**config.mk**
```make
export PLATFORM = sky130hd
export DESIGN_NAME = csp_clock_ctrl
export DESIGN_NICKNAME = d
export VERILOG_FILES = /design/src/design/csp_pkg.sv /design/src/design/csp_divider.sv /design/src/design/csp_clock_ctrl.sv
export VERILOG_INCLUDE_DIRS = /design/src /design/src/design
export SDC_FILE = /design/constraint.sdc
export NUM_CORES = 1
export LEC_CHECK = 0
export BUFFER_PORTS_ARGS = -buffer_cell sky130_fd_sc_hd__buf_2
export CAP_MARGIN = 0
export CORE_UTILIZATION = 40
export DETAILED_ROUTE_END_ITERATION = 8
export PLACE_DENSITY = 0.61
export REMOVE_ABC_BUFFERS = 1
export SYNTH_ARGS = -nofsm -noshare
export SYNTH_HDL_FRONTEND = slang
export SYNTH_HIERARCHICAL = 1
export SYNTH_SLANG_ARGS = --single-unit
export TNS_END_PERCENT = 100
```
**constraint.sdc**
```tcl
create_clock -name clk_i -period 7.4 [get_ports clk_i]
set_input_delay 1.11 -clock clk_i [delete_from_list [all_inputs] [get_ports clk_i]]
set_output_delay 1.11 -clock clk_i [all_outputs]
set_load 0.03 [all_outputs]
```
**src/design/csp_consts.svh**
```systemverilog
// Named constants of the system clock select and prescale block.
`ifndef CSP_CONSTS_SVH
`define CSP_CONSTS_SVH

`define CSP_ADDR_W 4
`define CSP_OFS_CTRL 4'h0
`define CSP_OFS_PRESC 4'h4
`define CSP_OFS_PROT 4'h8

`define CSP_BIT_RDY 7
`define CSP_BIT_TRIG 6
`define CSP_BIT_CKO 5
`define CSP_BIT_SUT 4

`define CSP_SEL_RST 4'h0
`define CSP_DIV_ONE 4'h0
`define CSP_DIV_EIGHT 4'h3
`define CSP_DIV_MAX 4'h8

`define CSP_CLK_MHZ 50
`define CSP_WAKE_SHORT_CK 24'h000006
`define CSP_RESET_CK 24'h00000E
`define CSP_WAKE_258_CK 24'h000102
`define CSP_WAKE_1K_CK 24'h000400
`define CSP_WAKE_16K_CK 16384
`define CSP_WAKE_32K_CK 32768
`define CSP_RESET_TIMEOUT_MS 16
`define CSP_RESET_TIMEOUT_CYC (`CSP_RESET_TIMEOUT_MS * 1000 * `CSP_CLK_MHZ)
`define CSP_BOD_WAKE_US 60
`define CSP_BOD_WAKE_CYC (`CSP_BOD_WAKE_US * `CSP_CLK_MHZ)
`define CSP_UNLOCK_TICKS 3'h4
`define CSP_CNT_ZERO 24'h000000
`define CSP_CNT_ONE 24'h000001

// Unlock signature value is arbitrary.
`define CSP_UNLOCK_SIG 8'hA5

`endif

```
**src/design/csp_pkg.sv**
```systemverilog
// Types shared by the system clock select and prescale block.
package csp_pkg;
  typedef logic [23:0] csp_cnt_t;
  typedef enum logic [1:0] {
    CSP_ST_RESET_WAIT = 2'b00,
    CSP_ST_RUN = 2'b01,
    CSP_ST_WAKE = 2'b10
  } csp_state_t;
endpackage

```
**src/design/csp_divider.sv**
```systemverilog
// Prescaler divider that changes ratio only at a period boundary.
`timescale 1ns/1ps
`include "csp_consts.svh"
module csp_divider #(
  parameter int SEL_W = 4
) (
  input wire logic clk_i,
  input wire logic rst_i,
  input wire logic [SEL_W-1:0] init_sel_i,
  input wire logic [SEL_W-1:0] new_sel_i,
  input wire logic new_sel_we_i,
  output logic tick_o,
  output logic [SEL_W-1:0] active_sel_o
);
  logic [7:0] cnt_reg;
  logic [SEL_W-1:0] active_reg;
  logic [SEL_W-1:0] pend_reg;
  logic pend_valid_reg;
  logic tick_reg;
  logic [7:0] last;
  logic at_end;

  // Period length minus one, a power of two.
  assign last = 8'((9'h001 << active_reg) - 9'h001);
  assign at_end = (cnt_reg == last);

  // Counter is clocked by the undivided source clock; not visible to software.
  always_ff @(posedge clk_i) begin
    if (rst_i || at_end) begin
      cnt_reg <= 8'h00;
    end else begin
      cnt_reg <= cnt_reg + 8'h01;
    end
  end

  // A new ratio waits for the end of the running period, so the next
  // period is a whole new one: two active edges in old plus new period.
  always_ff @(posedge clk_i) begin
    if (rst_i) begin
      active_reg <= init_sel_i;
      pend_reg <= init_sel_i;
      pend_valid_reg <= 1'b0;
    end else begin
      if (new_sel_we_i) begin
        pend_reg <= new_sel_i;
        pend_valid_reg <= 1'b1;
      end else if (at_end) begin
        pend_valid_reg <= 1'b0;
      end
      if (at_end && pend_valid_reg) begin
        active_reg <= pend_reg;
      end
    end
  end

  always_ff @(posedge clk_i) begin
    if (rst_i) begin
      tick_reg <= 1'b0;
    end else begin
      tick_reg <= at_end;
    end
  end

  assign tick_o = tick_reg;
  assign active_sel_o = active_reg;
endmodule

```
**src/design/csp_clock_ctrl.sv**
```systemverilog
// System clock source select, start-up timing and prescaler control.
//
// Design decisions made here: the placing of the registers and the Wishbone interface to the registers.
`timescale 1ns/1ps
`include "csp_consts.svh"
module csp_clock_ctrl #(
  parameter int RESET_TIMEOUT_CYC = `CSP_RESET_TIMEOUT_CYC,
  parameter int WAKE_16K_CYC = `CSP_WAKE_16K_CK,
  parameter int WAKE_32K_CYC = `CSP_WAKE_32K_CK
) (
  input wire logic clk_i,
  input wire logic rst_i,
  input wire logic cyc_i,
  input wire logic stb_i,
  input wire logic we_i,
  input wire logic [`CSP_ADDR_W-1:0] adr_i,
  input wire logic [3:0] sel_i,
  input wire logic [31:0] dat_i,
  output logic [31:0] dat_o,
  output logic ack_o,
  input wire logic [3:0] fuse_source_select_i,
  input wire logic fuse_startup_option_i,
  input wire logic fuse_clock_output_i,
  input wire logic fuse_initial_divide_by_eight_i,
  input wire logic power_down_wake_i,
  input wire logic brownout_detector_off_i,
  output logic clk_io_en_o,
  output logic clk_adc_en_o,
  output logic clk_cpu_en_o,
  output logic clk_flash_en_o,
  output logic cpu_run_o,
  output logic [3:0] osc_enable_select_o,
  output logic [3:0] active_source_o,
  output logic clock_output_pin_o,
  output logic clock_output_pin_oe_o
);
  localparam csp_pkg::csp_cnt_t RESET_WAIT = csp_pkg::csp_cnt_t'(RESET_TIMEOUT_CYC) + `CSP_RESET_CK;
  localparam csp_pkg::csp_cnt_t BOD_WAIT = csp_pkg::csp_cnt_t'(`CSP_BOD_WAKE_CYC);
  localparam csp_pkg::csp_cnt_t W16K = csp_pkg::csp_cnt_t'(WAKE_16K_CYC);
  localparam csp_pkg::csp_cnt_t W32K = csp_pkg::csp_cnt_t'(WAKE_32K_CYC);

  // Power-down wake delay for a select and start-up option; zero marks a reserved pair.
  function automatic csp_pkg::csp_cnt_t startup_delay(input logic [3:0] sel, input logic startup_option);
    csp_pkg::csp_cnt_t d;
    d = `CSP_CNT_ZERO;
    case (sel)
      4'h0: d = startup_option ? `CSP_CNT_ZERO : `CSP_WAKE_SHORT_CK;
      4'h2: d = startup_option ? `CSP_CNT_ZERO : `CSP_WAKE_SHORT_CK;
      4'h4: d = startup_option ? `CSP_CNT_ZERO : `CSP_WAKE_SHORT_CK;
      4'h6: d = startup_option ? W32K : `CSP_WAKE_1K_CK;
      4'h8: d = startup_option ? `CSP_WAKE_1K_CK : `CSP_WAKE_258_CK;
      4'h9: d = startup_option ? `CSP_CNT_ZERO : W16K;
      4'hA: d = startup_option ? `CSP_WAKE_1K_CK : `CSP_WAKE_258_CK;
      4'hB: d = startup_option ? `CSP_CNT_ZERO : W16K;
      4'hC: d = startup_option ? `CSP_WAKE_1K_CK : `CSP_WAKE_258_CK;
      4'hD: d = startup_option ? `CSP_CNT_ZERO : W16K;
      4'hE: d = startup_option ? `CSP_WAKE_1K_CK : `CSP_WAKE_258_CK;
      4'hF: d = startup_option ? `CSP_CNT_ZERO : W16K;
      default: d = `CSP_CNT_ZERO;
    endcase
    return d;
  endfunction

  logic ack_reg;
  logic [31:0] dat_reg;
  logic [3:0] src_sel_reg;
  logic [3:0] active_src_reg;
  logic switch_pend_reg;
  logic sut_reg;
  logic cko_reg;
  logic [3:0] div_sel_reg;
  logic [2:0] unlock_reg;
  logic rdy_reg;
  csp_pkg::csp_cnt_t rdy_cnt_reg;
  csp_pkg::csp_state_t state_reg;
  csp_pkg::csp_cnt_t run_cnt_reg;
  logic pin_reg;
  logic pin_oe_reg;
  logic tick;
  logic [3:0] div_active;
  logic bus_req;
  logic wr_ctrl;
  logic wr_presc;
  logic wr_prot;
  logic unlocked;
  logic sel_ok;
  logic sel_wr;
  logic div_wr;
  logic [3:0] new_sel;
  logic new_sut;
  csp_pkg::csp_cnt_t wake_delay;
  logic [3:0] dom_en;

  // True at the acknowledged edge of a lane-0 write to the given register.
  function automatic logic reg_write(input logic [`CSP_ADDR_W-1:0] ofs);
    return cyc_i && stb_i && we_i && ack_reg && sel_i[0] && (adr_i == ofs);
  endfunction

  // Read value of one register; unmapped offsets and the trigger bit read zero.
  function automatic logic [31:0] read_word(input logic [`CSP_ADDR_W-1:0] ofs);
    logic [31:0] w;
    w = 32'h00000000;
    case (ofs)
      `CSP_OFS_CTRL: w = {24'h000000, rdy_reg, 1'b0, cko_reg, sut_reg, src_sel_reg};
      `CSP_OFS_PRESC: w = {28'h0000000, div_sel_reg};
      `CSP_OFS_PROT: w = {31'h00000000, unlocked};
      default: w = 32'h00000000;
    endcase
    return w;
  endfunction

  function automatic logic [3:0] init_div(input logic div8);
    return div8 ? `CSP_DIV_EIGHT : `CSP_DIV_ONE;
  endfunction

  assign bus_req = cyc_i && stb_i;
  assign wr_ctrl = reg_write(`CSP_OFS_CTRL);
  assign wr_presc = reg_write(`CSP_OFS_PRESC);
  assign wr_prot = reg_write(`CSP_OFS_PROT);
  assign unlocked = (unlock_reg != 3'h0);
  assign new_sel = dat_i[3:0];
  assign new_sut = dat_i[`CSP_BIT_SUT];
  assign sel_ok = (startup_delay(new_sel, new_sut) != `CSP_CNT_ZERO);
  assign sel_wr = wr_ctrl && unlocked && sel_ok;
  assign div_wr = wr_presc && unlocked && (dat_i[3:0] <= `CSP_DIV_MAX);

  // Wishbone slave: ack one cycle after the request, writes act on the ack edge.
  always_ff @(posedge clk_i) begin
    if (rst_i) begin
      ack_reg <= 1'b0;
    end else begin
      ack_reg <= bus_req && !ack_reg;
    end
  end

  always_ff @(posedge clk_i) begin
    if (rst_i) begin
      dat_reg <= 32'h00000000;
    end else if (bus_req && !ack_reg) begin
      dat_reg <= read_word(adr_i);
    end
  end

  // The unlock window counts instruction cycles, one per CPU clock tick.
  always_ff @(posedge clk_i) begin
    if (rst_i) begin
      unlock_reg <= 3'h0;
    end else if (wr_prot && (dat_i[7:0] == `CSP_UNLOCK_SIG)) begin
      unlock_reg <= `CSP_UNLOCK_TICKS;
    end else if (sel_wr || div_wr) begin
      unlock_reg <= 3'h0;
    end else if (unlocked && clk_cpu_en_o) begin
      unlock_reg <= unlock_reg - 3'h1;
    end
  end

  // Fuse copies load on every reset; bits 5 and 4 are plain read-write.
  always_ff @(posedge clk_i) begin
    if (rst_i) begin
      cko_reg <= fuse_clock_output_i;
    end else if (wr_ctrl) begin
      cko_reg <= dat_i[`CSP_BIT_CKO];
    end
  end

  always_ff @(posedge clk_i) begin
    if (rst_i) begin
      sut_reg <= fuse_startup_option_i;
    end else if (wr_ctrl) begin
      sut_reg <= dat_i[`CSP_BIT_SUT];
    end
  end

  // Select writes enable the oscillator; the trigger also switches the source.
  always_ff @(posedge clk_i) begin
    if (rst_i) begin
      src_sel_reg <= fuse_source_select_i;
    end else if (sel_wr) begin
      src_sel_reg <= new_sel;
    end
  end

  always_ff @(posedge clk_i) begin
    if (rst_i) begin
      switch_pend_reg <= 1'b0;
    end else if (sel_wr && dat_i[`CSP_BIT_TRIG]) begin
      switch_pend_reg <= 1'b1;
    end else if (tick) begin
      switch_pend_reg <= 1'b0;
    end
  end

  // The source changes only at a period boundary so no short pulse appears.
  always_ff @(posedge clk_i) begin
    if (rst_i) begin
      active_src_reg <= fuse_source_select_i;
    end else if (switch_pend_reg && tick) begin
      active_src_reg <= src_sel_reg;
    end
  end

  // Ready clears on a new enable and sets when the time-out has run out.
  always_ff @(posedge clk_i) begin
    if (rst_i) begin
      rdy_cnt_reg <= RESET_WAIT;
    end else if (sel_wr) begin
      rdy_cnt_reg <= startup_delay(new_sel, new_sut);
    end else if (rdy_cnt_reg != `CSP_CNT_ZERO) begin
      rdy_cnt_reg <= rdy_cnt_reg - `CSP_CNT_ONE;
    end
  end

  always_ff @(posedge clk_i) begin
    if (rst_i) begin
      rdy_reg <= 1'b0;
    end else if (sel_wr) begin
      rdy_reg <= 1'b0;
    end else if (rdy_cnt_reg == `CSP_CNT_ZERO) begin
      rdy_reg <= 1'b1;
    end
  end

  always_ff @(posedge clk_i) begin
    if (rst_i) begin
      div_sel_reg <= init_div(fuse_initial_divide_by_eight_i);
    end else if (div_wr) begin
      div_sel_reg <= dat_i[3:0];
    end
  end

  csp_divider #(
    .SEL_W(4)
  ) u_div (
    .clk_i(clk_i),
    .rst_i(rst_i),
    .init_sel_i(init_div(fuse_initial_divide_by_eight_i)),
    .new_sel_i(dat_i[3:0]),
    .new_sel_we_i(div_wr),
    .tick_o(tick),
    .active_sel_o(div_active)
  );

  // Wake delay follows the table, stretched while the brown-out detector is off.
  always_comb begin
    wake_delay = startup_delay(active_src_reg, sut_reg);
    if (brownout_detector_off_i && (wake_delay < BOD_WAIT)) begin
      wake_delay = BOD_WAIT;
    end
  end

  // Execution is held through the reset time-out and any power-down wake-up.
  always_ff @(posedge clk_i) begin
    if (rst_i) begin
      state_reg <= csp_pkg::CSP_ST_RESET_WAIT;
      run_cnt_reg <= RESET_WAIT;
    end else begin
      case (state_reg)
        csp_pkg::CSP_ST_RESET_WAIT, csp_pkg::CSP_ST_WAKE: begin
          if (run_cnt_reg == `CSP_CNT_ONE) begin
            state_reg <= csp_pkg::CSP_ST_RUN;
          end
          run_cnt_reg <= run_cnt_reg - `CSP_CNT_ONE;
        end
        csp_pkg::CSP_ST_RUN: begin
          if (power_down_wake_i) begin
            state_reg <= csp_pkg::CSP_ST_WAKE;
            run_cnt_reg <= wake_delay;
          end
        end
        default: begin
          state_reg <= csp_pkg::CSP_ST_RESET_WAIT;
          run_cnt_reg <= RESET_WAIT;
        end
      endcase
    end
  end

  assign cpu_run_o = (state_reg == csp_pkg::CSP_ST_RUN);

  // All four domains share the one divided tick; CPU and flash halt while held.
  // Indices 0 and 1 are the I/O and ADC domains, 2 and 3 the CPU and flash domains.
  for (genvar g = 0; g < 4; g++) begin : g_dom
    if (g < 2) begin : g_free
      assign dom_en[g] = tick;
    end else begin : g_held
      assign dom_en[g] = tick && cpu_run_o;
    end
  end

  assign clk_io_en_o = dom_en[0];
  assign clk_adc_en_o = dom_en[1];
  assign clk_cpu_en_o = dom_en[2];
  assign clk_flash_en_o = dom_en[3];

  // The pin toggles on each divided tick, so it runs at half the divided clock rate.
  always_ff @(posedge clk_i) begin
    if (rst_i || (state_reg == csp_pkg::CSP_ST_RESET_WAIT)) begin
      pin_reg <= 1'b0;
    end else if (cko_reg && tick) begin
      pin_reg <= !pin_reg;
    end
  end

  always_ff @(posedge clk_i) begin
    if (rst_i || (state_reg == csp_pkg::CSP_ST_RESET_WAIT)) begin
      pin_oe_reg <= 1'b0;
    end else begin
      pin_oe_reg <= cko_reg;
    end
  end

  assign clock_output_pin_o = pin_reg;
  assign clock_output_pin_oe_o = pin_oe_reg;
  assign osc_enable_select_o = src_sel_reg;
  assign active_source_o = active_src_reg;
  assign dat_o = dat_reg;
  assign ack_o = ack_reg;
endmodule

```
==> qor.log, run 1 <==
INFO  run_status     outcome=complete, no violations
INFO  yosys          synth-async-reset-ratio=0%
INFO  yosys          syn-instance-count=634
INFO  place          place_area=5740um^2
INFO  timing         setup_tns=0ps
INFO  clock_tree     post_cts_gate_resize_count=0
INFO  cells_and_area areaGrowthSynthToFinish=9.30%
INFO  timing         worstMarginPinSlew=976ps
INFO  yosys          ys_seq_area_share=39.1%
INFO  timing         timing.slew.headroom=34.9%
INFO  timing         highest_clock_rate=295MHz
INFO  timing         period_minus_slack=3390ps
INFO  clock_tree     postCtsSetupRepairBufs=0
INFO  flow_run       max_cap_viol_count=0
INFO  yosys          netlist.area_leader.share=27.2%
INFO  worst_setup_path worstPathCellList=nand2b_1, inv_1, and2_1, buf_2
INFO  grt            grt_overflow_total=0
INFO  yosys          ys_top_cells_by_area=sky130_fd_sc_hd__dfxtp_1 27%, sky130_fd_sc_hd__edfxtp_1 12%, sky130_fd_sc_hd__nor2_1 4.2%, sky130_fd_sc_hd__buf_4 3.9%, sky130_fd_sc_hd__nand2_1 3.5%
INFO  cells_and_area final_nets=723
INFO  grt            initial_antenna_violation_count=0
INFO  cells_and_area final_design_area_no_fill=6040um^2
INFO  grt            grt_pass1_vias=4,454
INFO  power_and_ir_drop ir_drop=0.132mV
INFO  worst_setup_path reg2reg_setup_slack=4490ps
INFO  clock_tree     cts_hold_buffers=0
INFO  clock_tree     cts_sinks=97
INFO  grt            grt_pass1_wl=21.5mm
INFO  clock_tree     htree_levels=3
INFO  clock_tree     clock_latency=350ps
INFO  clock_tree     clockRootBuffer=sky130_fd_sc_hd__clkbuf_16
INFO  route          number_of_optimization_iterations_in_the_first_detailed_route_pass=5
INFO  route          route.final.wire_length=12.9mm
INFO  grt            groute.usage.overall=18.8%
INFO  place          post-dp-hpwl=9.32mm
INFO  yosys          synth-main-ff-cell=sky130_fd_sc_hd__dfxtp_1
INFO  yosys          count_of_distinct_cell_types_in_the_synthesized_netlist=80
INFO  clock_tree     clk_pin_slew=70ps
INFO  timing         layout_worst_path_cycle_share=45.8%
INFO  floorplanning  die_width=120um
INFO  route          routedWlPerCell=15.3um
INFO  power_and_ir_drop power.leakage=2.30nW
INFO  route          vias_post_dr=4,670
INFO  route          ant_nets=0
INFO  yosys          synth_area_leader_cell=sky130_fd_sc_hd__dfxtp_1
INFO  route          initialDrtViolationCount=330
INFO  cells_and_area antenna_cells=0
INFO  floorplanning  core.rowCount=42
INFO  worst_setup_path arrival=2280ps
INFO  hold_path      hold_path_class=reg2reg
INFO  worst_setup_path crit_path_max_fanout=31
INFO  worst_setup_path critical_path.max_stage_delay=960ps
INFO  place          place_congestion=0.826
INFO  worst_setup_path worst_setup_path_start_kind=flop
INFO  grt            grt_start_max_net_pins=45
INFO  floorplanning  die_area=14,300um^2
INFO  cells_and_area layout-drive-gt1-share=15.4%
INFO  worst_setup_path endpoint_kind=output port
INFO  clock_tree     inserted_clock_buffers=9
INFO  floorplanning  dieHeight=120um
INFO  timing         rsz0062_at_grt=no
INFO  yosys          syn_avg_cell_area=8.72um^2
INFO  yosys          mappedNetlistArea=5530um^2
INFO  floorplanning  initial_core_util=41.4%
INFO  clock_tree     max-clock-path-buffers=2
INFO  yosys          yosys_warnings=6
INFO  place          port_buffers=49
INFO  worst_setup_path worst-setup-path-type=reg2out
INFO  cells_and_area postLayoutCoreUtil=45.3%
INFO  route          drt-vias-per-instance=5.54
INFO  timing         finalHoldViolations=0
INFO  yosys          edff_count_synth=22
INFO  worst_setup_path critical-path-slowest-cell=sky130_fd_sc_hd__dfxtp_1
INFO  timing         number_of_slew_limit_violations_in_the_final_report=0
INFO  timing         setup_viol_count_final=0
INFO  yosys          synth_seq_cells=97
INFO  floorplanning  ioPinCount=102
INFO  floorplanning  core=13,300um^2
INFO  power_and_ir_drop p_per_area=194nW/um^2
INFO  route          post_route_drc_violation_count=0
INFO  timing         finClkSkew=8.00ps
INFO  worst_setup_path cp_data_required_time=6290ps
INFO  clock_tree     tritoncts=built
[Yosys cell counts (4+ instances only)]
cell type                    n
sky130_fd_sc_hd__edfxtp_1   22
sky130_fd_sc_hd__nand4_1     9
sky130_fd_sc_hd__ha_1        7
sky130_fd_sc_hd__a211oi_2    8
sky130_fd_sc_hd__nand4b_1    4
sky130_fd_sc_hd__nor3b_1     4
sky130_fd_sc_hd__nand2_1    52
sky130_fd_sc_hd__nor4_1     11
sky130_fd_sc_hd__xor2_1     18
sky130_fd_sc_hd__nor2_1     62
sky130_fd_sc_hd__buf_2       4
sky130_fd_sc_hd__nand3_1    15
sky130_fd_sc_hd__nand2b_1    7
sky130_fd_sc_hd__buf_4      29
sky130_fd_sc_hd__o221ai_1    4
sky130_fd_sc_hd__clkbuf_1   20
sky130_fd_sc_hd__or4_1       6
sky130_fd_sc_hd__inv_1      31
sky130_fd_sc_hd__o21ai_0    37
sky130_fd_sc_hd__and3_1      6
sky130_fd_sc_hd__a21o_1      7
sky130_fd_sc_hd__o211ai_1    8
sky130_fd_sc_hd__and2_1      6
sky130_fd_sc_hd__a22oi_1     4
sky130_fd_sc_hd__o31ai_1     4
sky130_fd_sc_hd__xnor2_1    19
sky130_fd_sc_hd__nor2b_1     6
sky130_fd_sc_hd__a211oi_1    4
sky130_fd_sc_hd__o2111ai_1   4
sky130_fd_sc_hd__dfxtp_1    75
sky130_fd_sc_hd__or2_2       4
sky130_fd_sc_hd__nor4b_1     5
sky130_fd_sc_hd__nor3_1     21
sky130_fd_sc_hd__o21ai_1     4
sky130_fd_sc_hd__a21oi_1    26
sky130_fd_sc_hd__or3_1       8
sky130_fd_sc_hd__a31oi_1     7
[critical path: cells and delay by family, from the launching register on]
family | cells | cell delay (ps)
simple gates | 2 | 460
buf+inv | 2 | 490
flops | 1 | 960
[layout make-up]
| class | count | area (um^2) |
|---|---|---|
| well taps | 176 | 220 |
| inverters | 31 | 116 |
| clock inverters | 6 | 46.3 |
| multi-input cells | 471 | 2980 |
| fillers | 1308 | 7310 |
| flip-flops and latches | 97 | 2160 |
| repair buffers | 52 | 268 |
| clock buffers | 10 | 250 |
[cell families (layout without fill, tap and decap cells)]
group,count (synthesis),in the layout,synth area share (%)
AND/OR/NAND/NOR,254,254,25.8
adder cells (fa/ha/maj),7,7,1.58
flip-flops,97,97,39.1
multiplexers,5,5,0.951
XOR/XNOR,37,37,5.86
AO/OA/AOI/OAI,141,141,17.9
other,1,27,0.0679
buffers and inverters,92,99,8.76
[metal layers]
layer	share of wire, %	routed length (um)	track usage [%]
met1	47	6120	24.6
met2	48	6150	30.8
met3	3.7	480	3.33
met4	1.1	144	7.27
met5	0	0	0
[final timing paths]
path	end	from	cells past startpoint
min	dat_o[4]$_SDFFE_PP0P_	dat_o[4]$_SDFFE_PP0P_	2
max	clk_flash_en_o	state_reg[0]$_SDFFE_PP0P_	4
min reg2reg	dat_o[4]$_SDFFE_PP0P_	dat_o[4]$_SDFFE_PP0P_	2
max reg2reg	u_div/active_sel_o[3]$_DFFE_PP_	u_div/active_sel_o[2]$_DFFE_PP_	9
[per-stage QoR]
stage               hold WS, ps  setup slack, ps  power [W]  instances
floorplan                   440             4470   0.000670        599
global placement            438             4290   0.000711        827
detailed placement          448             4280   0.000714        827
CTS                         456             4040    0.00118        843
global route                479             3790    0.00122        843
finish                      454             4010    0.00117        843
[layout by cell type (no fill, tap or decap), types with 8 or more instances in the layout]
master	n
sky130_fd_sc_hd__o21ai_0	37
sky130_fd_sc_hd__inv_1	31
sky130_fd_sc_hd__a21oi_1	26
sky130_fd_sc_hd__nand3_1	15
sky130_fd_sc_hd__conb_1	27
sky130_fd_sc_hd__nand4_1	9
sky130_fd_sc_hd__nor2_1	62
sky130_fd_sc_hd__nor4_1	11
sky130_fd_sc_hd__xor2_1	18
sky130_fd_sc_hd__nor3_1	21
sky130_fd_sc_hd__edfxtp_1	22
sky130_fd_sc_hd__or3_1	8
sky130_fd_sc_hd__xnor2_1	19
sky130_fd_sc_hd__buf_2	49
sky130_fd_sc_hd__clkbuf_16	10
sky130_fd_sc_hd__a211oi_2	8
sky130_fd_sc_hd__o211ai_1	8
sky130_fd_sc_hd__dfxtp_1	75
sky130_fd_sc_hd__nand2_1	52
[where the power goes]
group / switching, W / internal (W)
logic: 0.0000850 / 0.0000390
registers: 0.0000186 / 0.000560
clock network: 0.000216 / 0.000252
total: 0.000320 / 0.000851
Note: power is estimated with default switching activity, not from simulation.
==> inputs of run 2 (changes only) <==
==> constraint.sdc (replaced) <==
create_clock -name clk_i -period 3.3 [get_ports clk_i]
set_input_delay 0.495 -clock clk_i [delete_from_list [all_inputs] [get_ports clk_i]]
set_output_delay 0.495 -clock clk_i [all_outputs]
set_load 0.03 [all_outputs]
==> run 2 against run 1 <==
Critical path depth increased by 4. Register-to-register slack lost 3900 ps. Critical endpoint is now u_div/active_sel_o[0]$_DFFE_PP_. Worst hold slack worse by 37 ps. Die area is the same. Non-clock buffer count up 5. Combinational power grew 130%. Critical path type is now reg2reg. Total power increased by 120%. Routed wire length increased by 2.0%.
==> qor.log, run 2 (same netlist as run 1, synthesis figures left out) <==
INFO  cells_and_area multiInputGateArea=2980um^2
INFO  place          port_buffers=49
INFO  clock_tree     tritoncts=built
INFO  timing         worstMarginPinSlew=705ps
INFO  flow_run       max_cap_viol_count=0
INFO  worst_setup_path endpoint_kind=flop
INFO  clock_tree     cts_sinks=97
INFO  floorplanning  die_area=14,300um^2
INFO  clock_tree     inserted_clock_buffers=9
INFO  clock_tree     clockRootBuffer=sky130_fd_sc_hd__clkbuf_16
INFO  route          post_route_drc_violation_count=0
INFO  floorplanning  core=13,300um^2
INFO  timing         whs=417ps
INFO  place          place_congestion=0.867
INFO  clock_tree     cts_hold_buffers=0
INFO  cells_and_area final_common_cell=sky130_fd_sc_hd__dfxtp_1
INFO  floorplanning  die_width=120um
INFO  worst_setup_path critical_path.max_stage_delay=550ps
INFO  cells_and_area final_nets=728
INFO  clock_tree     max-clock-path-buffers=2
INFO  worst_setup_path arrival=2750ps
INFO  timing         rsz0062_at_grt=no
INFO  grt            groute.usage.overall=19.4%
INFO  worst_setup_path worstPathCellList=nor2_1, nand3b_1, ha_1, and2_1, o211ai_2, o221ai_1, a311oi_2, a31o_1
INFO  clock_tree     htree_levels=3
INFO  timing         layout_worst_path_cycle_share=81.8%
INFO  timing         finClkSkew=9.37ps
INFO  grt            grt_start_max_net_pins=57
INFO  floorplanning  initial_core_util=41.4%
INFO  clock_tree     clk_pin_slew=70ps
INFO  cells_and_area antenna_cells=0
INFO  worst_setup_path crit_path_max_fanout=12
INFO  grt            grt_pass1_wl=22.1mm
INFO  worst_setup_path critical-path-slowest-cell=sky130_fd_sc_hd__edfxtp_1
INFO  grt            grt_pass1_vias=4,574
INFO  clock_tree     post_cts_gate_resize_count=0
INFO  timing         setup_tns=0ps
INFO  floorplanning  dieHeight=120um
INFO  grt            grt_overflow_total=0
INFO  floorplanning  core.rowCount=42
INFO  cells_and_area areaGrowthSynthToFinish=9.51%
INFO  timing         number_of_slew_limit_violations_in_the_final_report=0
INFO  power_and_ir_drop p_sw=0.000674W
INFO  worst_setup_path cp_data_required_time=3350ps
INFO  timing         setup_viol_count_final=0
INFO  power_and_ir_drop combPwrFrac=11.2%
INFO  route          drt-vias-per-instance=5.52
INFO  power_and_ir_drop power.internal=0.00185W
INFO  power_and_ir_drop power.leakage=2.31nW
INFO  power_and_ir_drop power.share.switching=26.7%
INFO  timing         finalHoldViolations=0
INFO  clock_tree     postCtsSetupRepairBufs=0
INFO  clock_tree     clock_latency=350ps
INFO  timing         highest_clock_rate=370MHz
INFO  cells_and_area final_cell_mix=75 x sky130_fd_sc_hd__dfxtp_1, 62 x sky130_fd_sc_hd__nor2_1, 52 x sky130_fd_sc_hd__nand2_1
INFO  route          number_of_optimization_iterations_in_the_first_detailed_route_pass=4
INFO  power_and_ir_drop ir_drop=0.236mV
INFO  place          dp_slack=612ps
INFO  place          post-dp-hpwl=9.42mm
INFO  power_and_ir_drop p_clk_share=37.5%
INFO  run_status     outcome=complete, no violations
INFO  grt            initial_antenna_violation_count=0
INFO  route          initialDrtViolationCount=281
INFO  cells_and_area fillerInstances=1,325
INFO  floorplanning  ioPinCount=102
INFO  cells_and_area layout-drive-gt1-share=15.3%
INFO  route          routedWlPerCell=15.5um
INFO  timing         timing.slew.headroom=52.8%
INFO  power_and_ir_drop p_per_area=417nW/um^2
INFO  route          ant_nets=0
INFO  timing         timing.final.ws_setup=601ps
INFO  worst_setup_path worst_setup_path_start_kind=flop
INFO  route          route.final.wire_length=13.1mm
INFO  cells_and_area ff_latch_area=2160um^2
INFO  power_and_ir_drop power.share.sequential=51.4%
INFO  timing         period_minus_slack=2700ps
INFO  worst_setup_path worst-setup-path-type=reg2reg
INFO  hold_path      hold_path_class=in2reg
INFO  route          vias_post_dr=4,681
## run 2: cell types whose count changed in the layout (fill, tap and decap cells not counted), sizes merged
cell    change
clkbuf      +2
buf         +5
clkinv      +2
inv         -4
## run 2: path summary, 6_finish.rpt
kind,start,endpoint,slack [ps],cells after the start
min,dat_i[6],switch_pend_reg$_SDFFE_PP0P_,420,3
max reg2reg,u_div/active_sel_o[2]$_DFFE_PP_,u_div/active_sel_o[0]$_DFFE_PP_,600,8
max,u_div/active_sel_o[2]$_DFFE_PP_,u_div/active_sel_o[0]$_DFFE_PP_,600,8
min reg2reg,dat_o[7]$_SDFFE_PP0P_,dat_o[7]$_SDFFE_PP0P_,450,2
## run 2: power groups by stage
stage / Combinational [W] / Sequential (W) / Clock, W
2_1_floorplan: 0.000171 / 0.00133 / 0
3_3_place_gp: 0.000277 / 0.00132 / 0
3_5_place_dp: 0.000282 / 0.00132 / 0
4_1_cts: 0.000282 / 0.00130 / 0.000979
5_1_grt: 0.000312 / 0.00130 / 0.00103
6_report: 0.000283 / 0.00130 / 0.000946
## run 2: worst max-delay path, delay by kind of cell, from the launching register on
family,cells,cell delay (ps)
DFF,1,550
adders and majority gates,1,330
and+or+nand+nor,3,650
AOI/OAI and AO/OA,4,880
## run 2: layout make-up
type / count / share of cell area (%)
Clock inverter: 4 / 0.351
Inverter: 31 / 1.92
Multi-Input combinational cell: 471 / 49.2
Tap cell: 176 / 3.64
Sequential cell: 97 / 35.7
Timing Repair Buffer: 57 / 5.25
Clock buffer: 12 / 3.91
## run 2: routing by layer
metal	vias to the layer above	share of wire, %	global-route usage, %
met5	-	0	0
met4	0	1.2	6.48
met3	13	3.4	4.61
met2	97	46	30.9
met1	2269	49	25.7
li1	2302	-	-
## run 2: through the flow
| stage | area [um^2] | utilization, % | cells | total power, W |
|---|---|---|---|---|
| global route | 6050 | 45.3 | 848 | 0.00265 |
| finish | 6050 | 45.3 | 848 | 0.00253 |
| CTS | 6050 | 45.3 | 848 | 0.00256 |
| global placement | 5790 | 43.4 | 832 | 0.00160 |
| detailed placement | 5790 | 43.4 | 832 | 0.00160 |
| floorplan | 5260 | - | 599 | 0.00150 |
==> inputs of run 3 (changes only) <==
--- a/config.mk
+++ b/config.mk
@@ -6,11 +6,12 @@
 export SDC_FILE = /design/constraint.sdc
 export NUM_CORES = 1
 export LEC_CHECK = 0
+export ABC_AREA = 1
 export BUFFER_PORTS_ARGS = -buffer_cell sky130_fd_sc_hd__buf_2
 export CAP_MARGIN = 0
 export CORE_UTILIZATION = 40
 export DETAILED_ROUTE_END_ITERATION = 8
-export PLACE_DENSITY = 0.61
+export PLACE_DENSITY = 0.63
 export REMOVE_ABC_BUFFERS = 1
 export SYNTH_ARGS = -nofsm -noshare
 export SYNTH_HDL_FRONTEND = slang
==> constraint.sdc (replaced) <==
create_clock -name clk_i -period 2.3 [get_ports clk_i]
set_input_delay 0.345 -clock clk_i [delete_from_list [all_inputs] [get_ports clk_i]]
set_output_delay 0.345 -clock clk_i [all_outputs]
set_load 0.03 [all_outputs]
==> run 3 against run 2 <==
Combinational power rose by 47%. Total power rose by 47%. Design area up 6.6%. Critical path type unchanged. Largest cell class unchanged. Largest power group unchanged.
==> qor.log, run 3 <==
INFO  run_status     outcome=complete, no violations
INFO  cells_and_area final_common_cell=sky130_fd_sc_hd__nand2_1
INFO  worst_setup_path r2r.worst_path.cells=12
INFO  yosys          synth-main-ff-cell=sky130_fd_sc_hd__dfxtp_1
INFO  flow_run       max_cap_viol_count=0
INFO  power_and_ir_drop ir_drop=0.611mV
INFO  route          number_of_optimization_iterations_in_the_first_detailed_route_pass=5
INFO  route          post_route_drc_violation_count=0
INFO  worst_setup_path arrival=2150ps
INFO  grt            initial_antenna_violation_count=0
INFO  place          port_buffers=49
INFO  place          place_congestion=0.974
INFO  timing         period_minus_slack=2100ps
INFO  yosys          synth_seq_cells=97
INFO  yosys          edff_count_synth=22
INFO  worst_setup_path worst-setup-path-type=reg2reg
INFO  yosys          synth-async-reset-ratio=0%
INFO  place          placed_cells_incl_taps=1,049
INFO  timing         worstMarginPinSlew=514ps
INFO  grt            groute.usage.overall=20.3%
INFO  clock_tree     clk_pin_slew=70ps
INFO  clock_tree     clock_latency=360ps
INFO  timing         finClkSkew=8.82ps
INFO  floorplanning  die_area=15,000um^2
INFO  grt            grt_pass1_vias=4,901
INFO  clock_tree     postCtsSetupRepairBufs=0
INFO  yosys          count_of_distinct_cell_types_in_the_synthesized_netlist=41
INFO  yosys          ys_top_cells_by_area=sky130_fd_sc_hd__dfxtp_1 26%, sky130_fd_sc_hd__nand2_1 13%, sky130_fd_sc_hd__edfxtp_1 11%, sky130_fd_sc_hd__nor2_1 7.1%, sky130_fd_sc_hd__nand3_1 5.9%
INFO  clock_tree     max-clock-path-buffers=2
INFO  yosys          yosys_warnings=6
INFO  place          post-dp-hpwl=10.9mm
INFO  route          met2WireLength=6.24mm
INFO  hold_path      min-delay-start=dat_i[2]
INFO  yosys          syn-instance-count=825
INFO  hold_path      timing.hold.worst_path_depth=3
INFO  floorplanning  ioPinCount=102
INFO  route          top_signal_layer_used=met4
INFO  clock_tree     clockRootBuffer=sky130_fd_sc_hd__clkbuf_16
INFO  worst_setup_path crit_path_start=u_div/active_sel_o[3]$_DFFE_PP_
INFO  yosys          netlist.area_leader.share=25.8%
INFO  floorplanning  initial_core_util=41.4%
INFO  route          route.final.wire_length=14.0mm
INFO  clock_tree     htree_levels=3
INFO  cells_and_area antenna_cells=0
INFO  clock_tree     tritoncts=built
INFO  route          initialDrtViolationCount=338
INFO  worst_setup_path cp_data_required_time=2350ps
INFO  cells_and_area areaGrowthSynthToFinish=11.1%
INFO  yosys          syn_avg_cell_area=7.04um^2
INFO  route          routed-wl-met3=631um
INFO  timing         setup_tns=0ps
INFO  route          drt-vias-per-instance=4.90
INFO  timing         rsz0062_at_grt=no
INFO  timing         layout_worst_path_cycle_share=91.2%
INFO  floorplanning  core=14,000um^2
INFO  route          routedWlPerCell=13.1um
INFO  yosys          post-synth-top-count-cell=sky130_fd_sc_hd__nand2_1
INFO  timing         number_of_slew_limit_violations_in_the_final_report=0
INFO  cells_and_area final_nets=941
INFO  clock_tree     inserted_clock_buffers=9
INFO  worst_setup_path r2r_start=u_div/active_sel_o[3]$_DFFE_PP_
INFO  hold_path      hold_path_class=in2reg
INFO  worst_setup_path worst_setup_path_start_kind=flop
INFO  yosys          synth_common_cells=200 x sky130_fd_sc_hd__nand2_1, 110 x sky130_fd_sc_hd__nor2_1, 77 x sky130_fd_sc_hd__inv_1
INFO  cells_and_area layout-drive-gt1-share=16.6%
INFO  yosys          ys_seq_area_share=37.2%
INFO  route          ant_nets=0
INFO  floorplanning  die_width=123um
INFO  route          wl_met1=6.95mm
INFO  cells_and_area final_cell_mix=200 x sky130_fd_sc_hd__nand2_1, 110 x sky130_fd_sc_hd__nor2_1, 77 x sky130_fd_sc_hd__inv_1
INFO  worst_setup_path crit_path_max_fanout=4
INFO  timing         timing.slew.headroom=65.4%
INFO  timing         finalHoldViolations=0
INFO  clock_tree     cts_sinks=97
INFO  cells_and_area finish.cell_count_without_fillers=1,065
INFO  power_and_ir_drop p_per_area=575nW/um^2
INFO  grt            grt_overflow_total=0
INFO  floorplanning  dieHeight=123um
INFO  grt            grt_pass1_wl=23.5mm
INFO  worst_setup_path endpoint_kind=flop
INFO  floorplanning  core.rowCount=43
INFO  route          vias_post_dr=5,222
INFO  grt            grt_start_max_net_pins=27
INFO  yosys          mappedNetlistArea=5810um^2
INFO  power_and_ir_drop power.leakage=2.82nW
INFO  timing         setup_viol_count_final=0
INFO  yosys          synth_area_leader_cell=sky130_fd_sc_hd__dfxtp_1
INFO  timing         highest_clock_rate=477MHz
[run 3: changes by cell type after synthesis, moves of 13 or more]
cell,before,now
sky130_fd_sc_hd__nand2_1,52,200
sky130_fd_sc_hd__clkbuf_1,20,6
sky130_fd_sc_hd__nor2_1,62,110
sky130_fd_sc_hd__o21ai_1,4,17
sky130_fd_sc_hd__a21oi_1,26,41
sky130_fd_sc_hd__nand3_1,15,68
sky130_fd_sc_hd__inv_1,31,77
sky130_fd_sc_hd__inv_2,0,14
[run 3: per-stage QoR]
stage	instance area (um^2)	utilization [%]	setup slack [ps]	hold WS (ps)	power, W
2_1_floorplan	5620	-	82.8	412	0.00216
3_3_place_gp	6170	43.9	107	442	0.00229
3_5_place_dp	6170	43.9	86.5	457	0.00230
4_1_cts	6450	45.9	80.9	294	0.00375
5_1_grt	6450	46.0	1.52	306	0.00387
6_report	6450	46.0	202	301	0.00371
[run 3: critical path, stage by stage, from the launching register on]
cell and delay [ps]:
sky130_fd_sc_hd__edfxtp_1 400, sky130_fd_sc_hd__nor2_2 160, sky130_fd_sc_hd__nand3_1 110, sky130_fd_sc_hd__ha_1 330
sky130_fd_sc_hd__inv_1 60, sky130_fd_sc_hd__nand2_1 40, sky130_fd_sc_hd__nand2_1 60, sky130_fd_sc_hd__nand2_1 50
sky130_fd_sc_hd__nor2_1 90, sky130_fd_sc_hd__nand3_1 80, sky130_fd_sc_hd__nor2_1 120, sky130_fd_sc_hd__nand3_2 90
sky130_fd_sc_hd__o21ai_2 210
[run 3: path summary, 6_finish.rpt]
check        slack, ps                              end
max                200  u_div/active_sel_o[2]$_DFFE_PP_
min                300      u_div/pend_reg[2]$_DFFE_PP_
max reg2reg        200  u_div/active_sel_o[2]$_DFFE_PP_
min reg2reg        460     run_cnt_reg[23]$_SDFFE_PP0P_
[run 3: cell families after synthesis]
family	synth area share, %
and+or+nand+nor	38.4
buffers and inverters	10.9
AOI/OAI and AO/OA	9.05
DFF	37.2
xor gates and xnor gates	2.86
adders and majority gates	1.51
other	0.0646
[run 3: cell type report]
type	count	area, um^2
Tap cell	180	225
Inverter	93	349
Fill cell	1480	7590
Clock buffer	10	229
Multi-Input combinational cell	620	3120
Sequential cell	97	2160
Timing Repair Buffer	59	320
Clock inverter	6	52.6
[run 3: power breakdown]
group / leakage, nW / switching, W / internal (W)
clock: 0.132 / 0.000699 / 0.000751
combinational: 1.87 / 0.000294 / 0.000122
sequential: 0.822 / 0.0000408 / 0.00180
[run 3: timing repair]
action                                 4_1_cts  5_1_grt
hold buffers                                 0        0
endpoints found under the hold margin        0        0
gates resized for setup                      0        1
setup endpoints to repair                    0        4
[run 3: metal layers]
metal / vias up / track usage (%)
met1: 2369 / 27.3
li1: 2727 / -
met5: - / 0
met2: 114 / 33.0
met4: 0 / 4.50
met3: 12 / 4.74
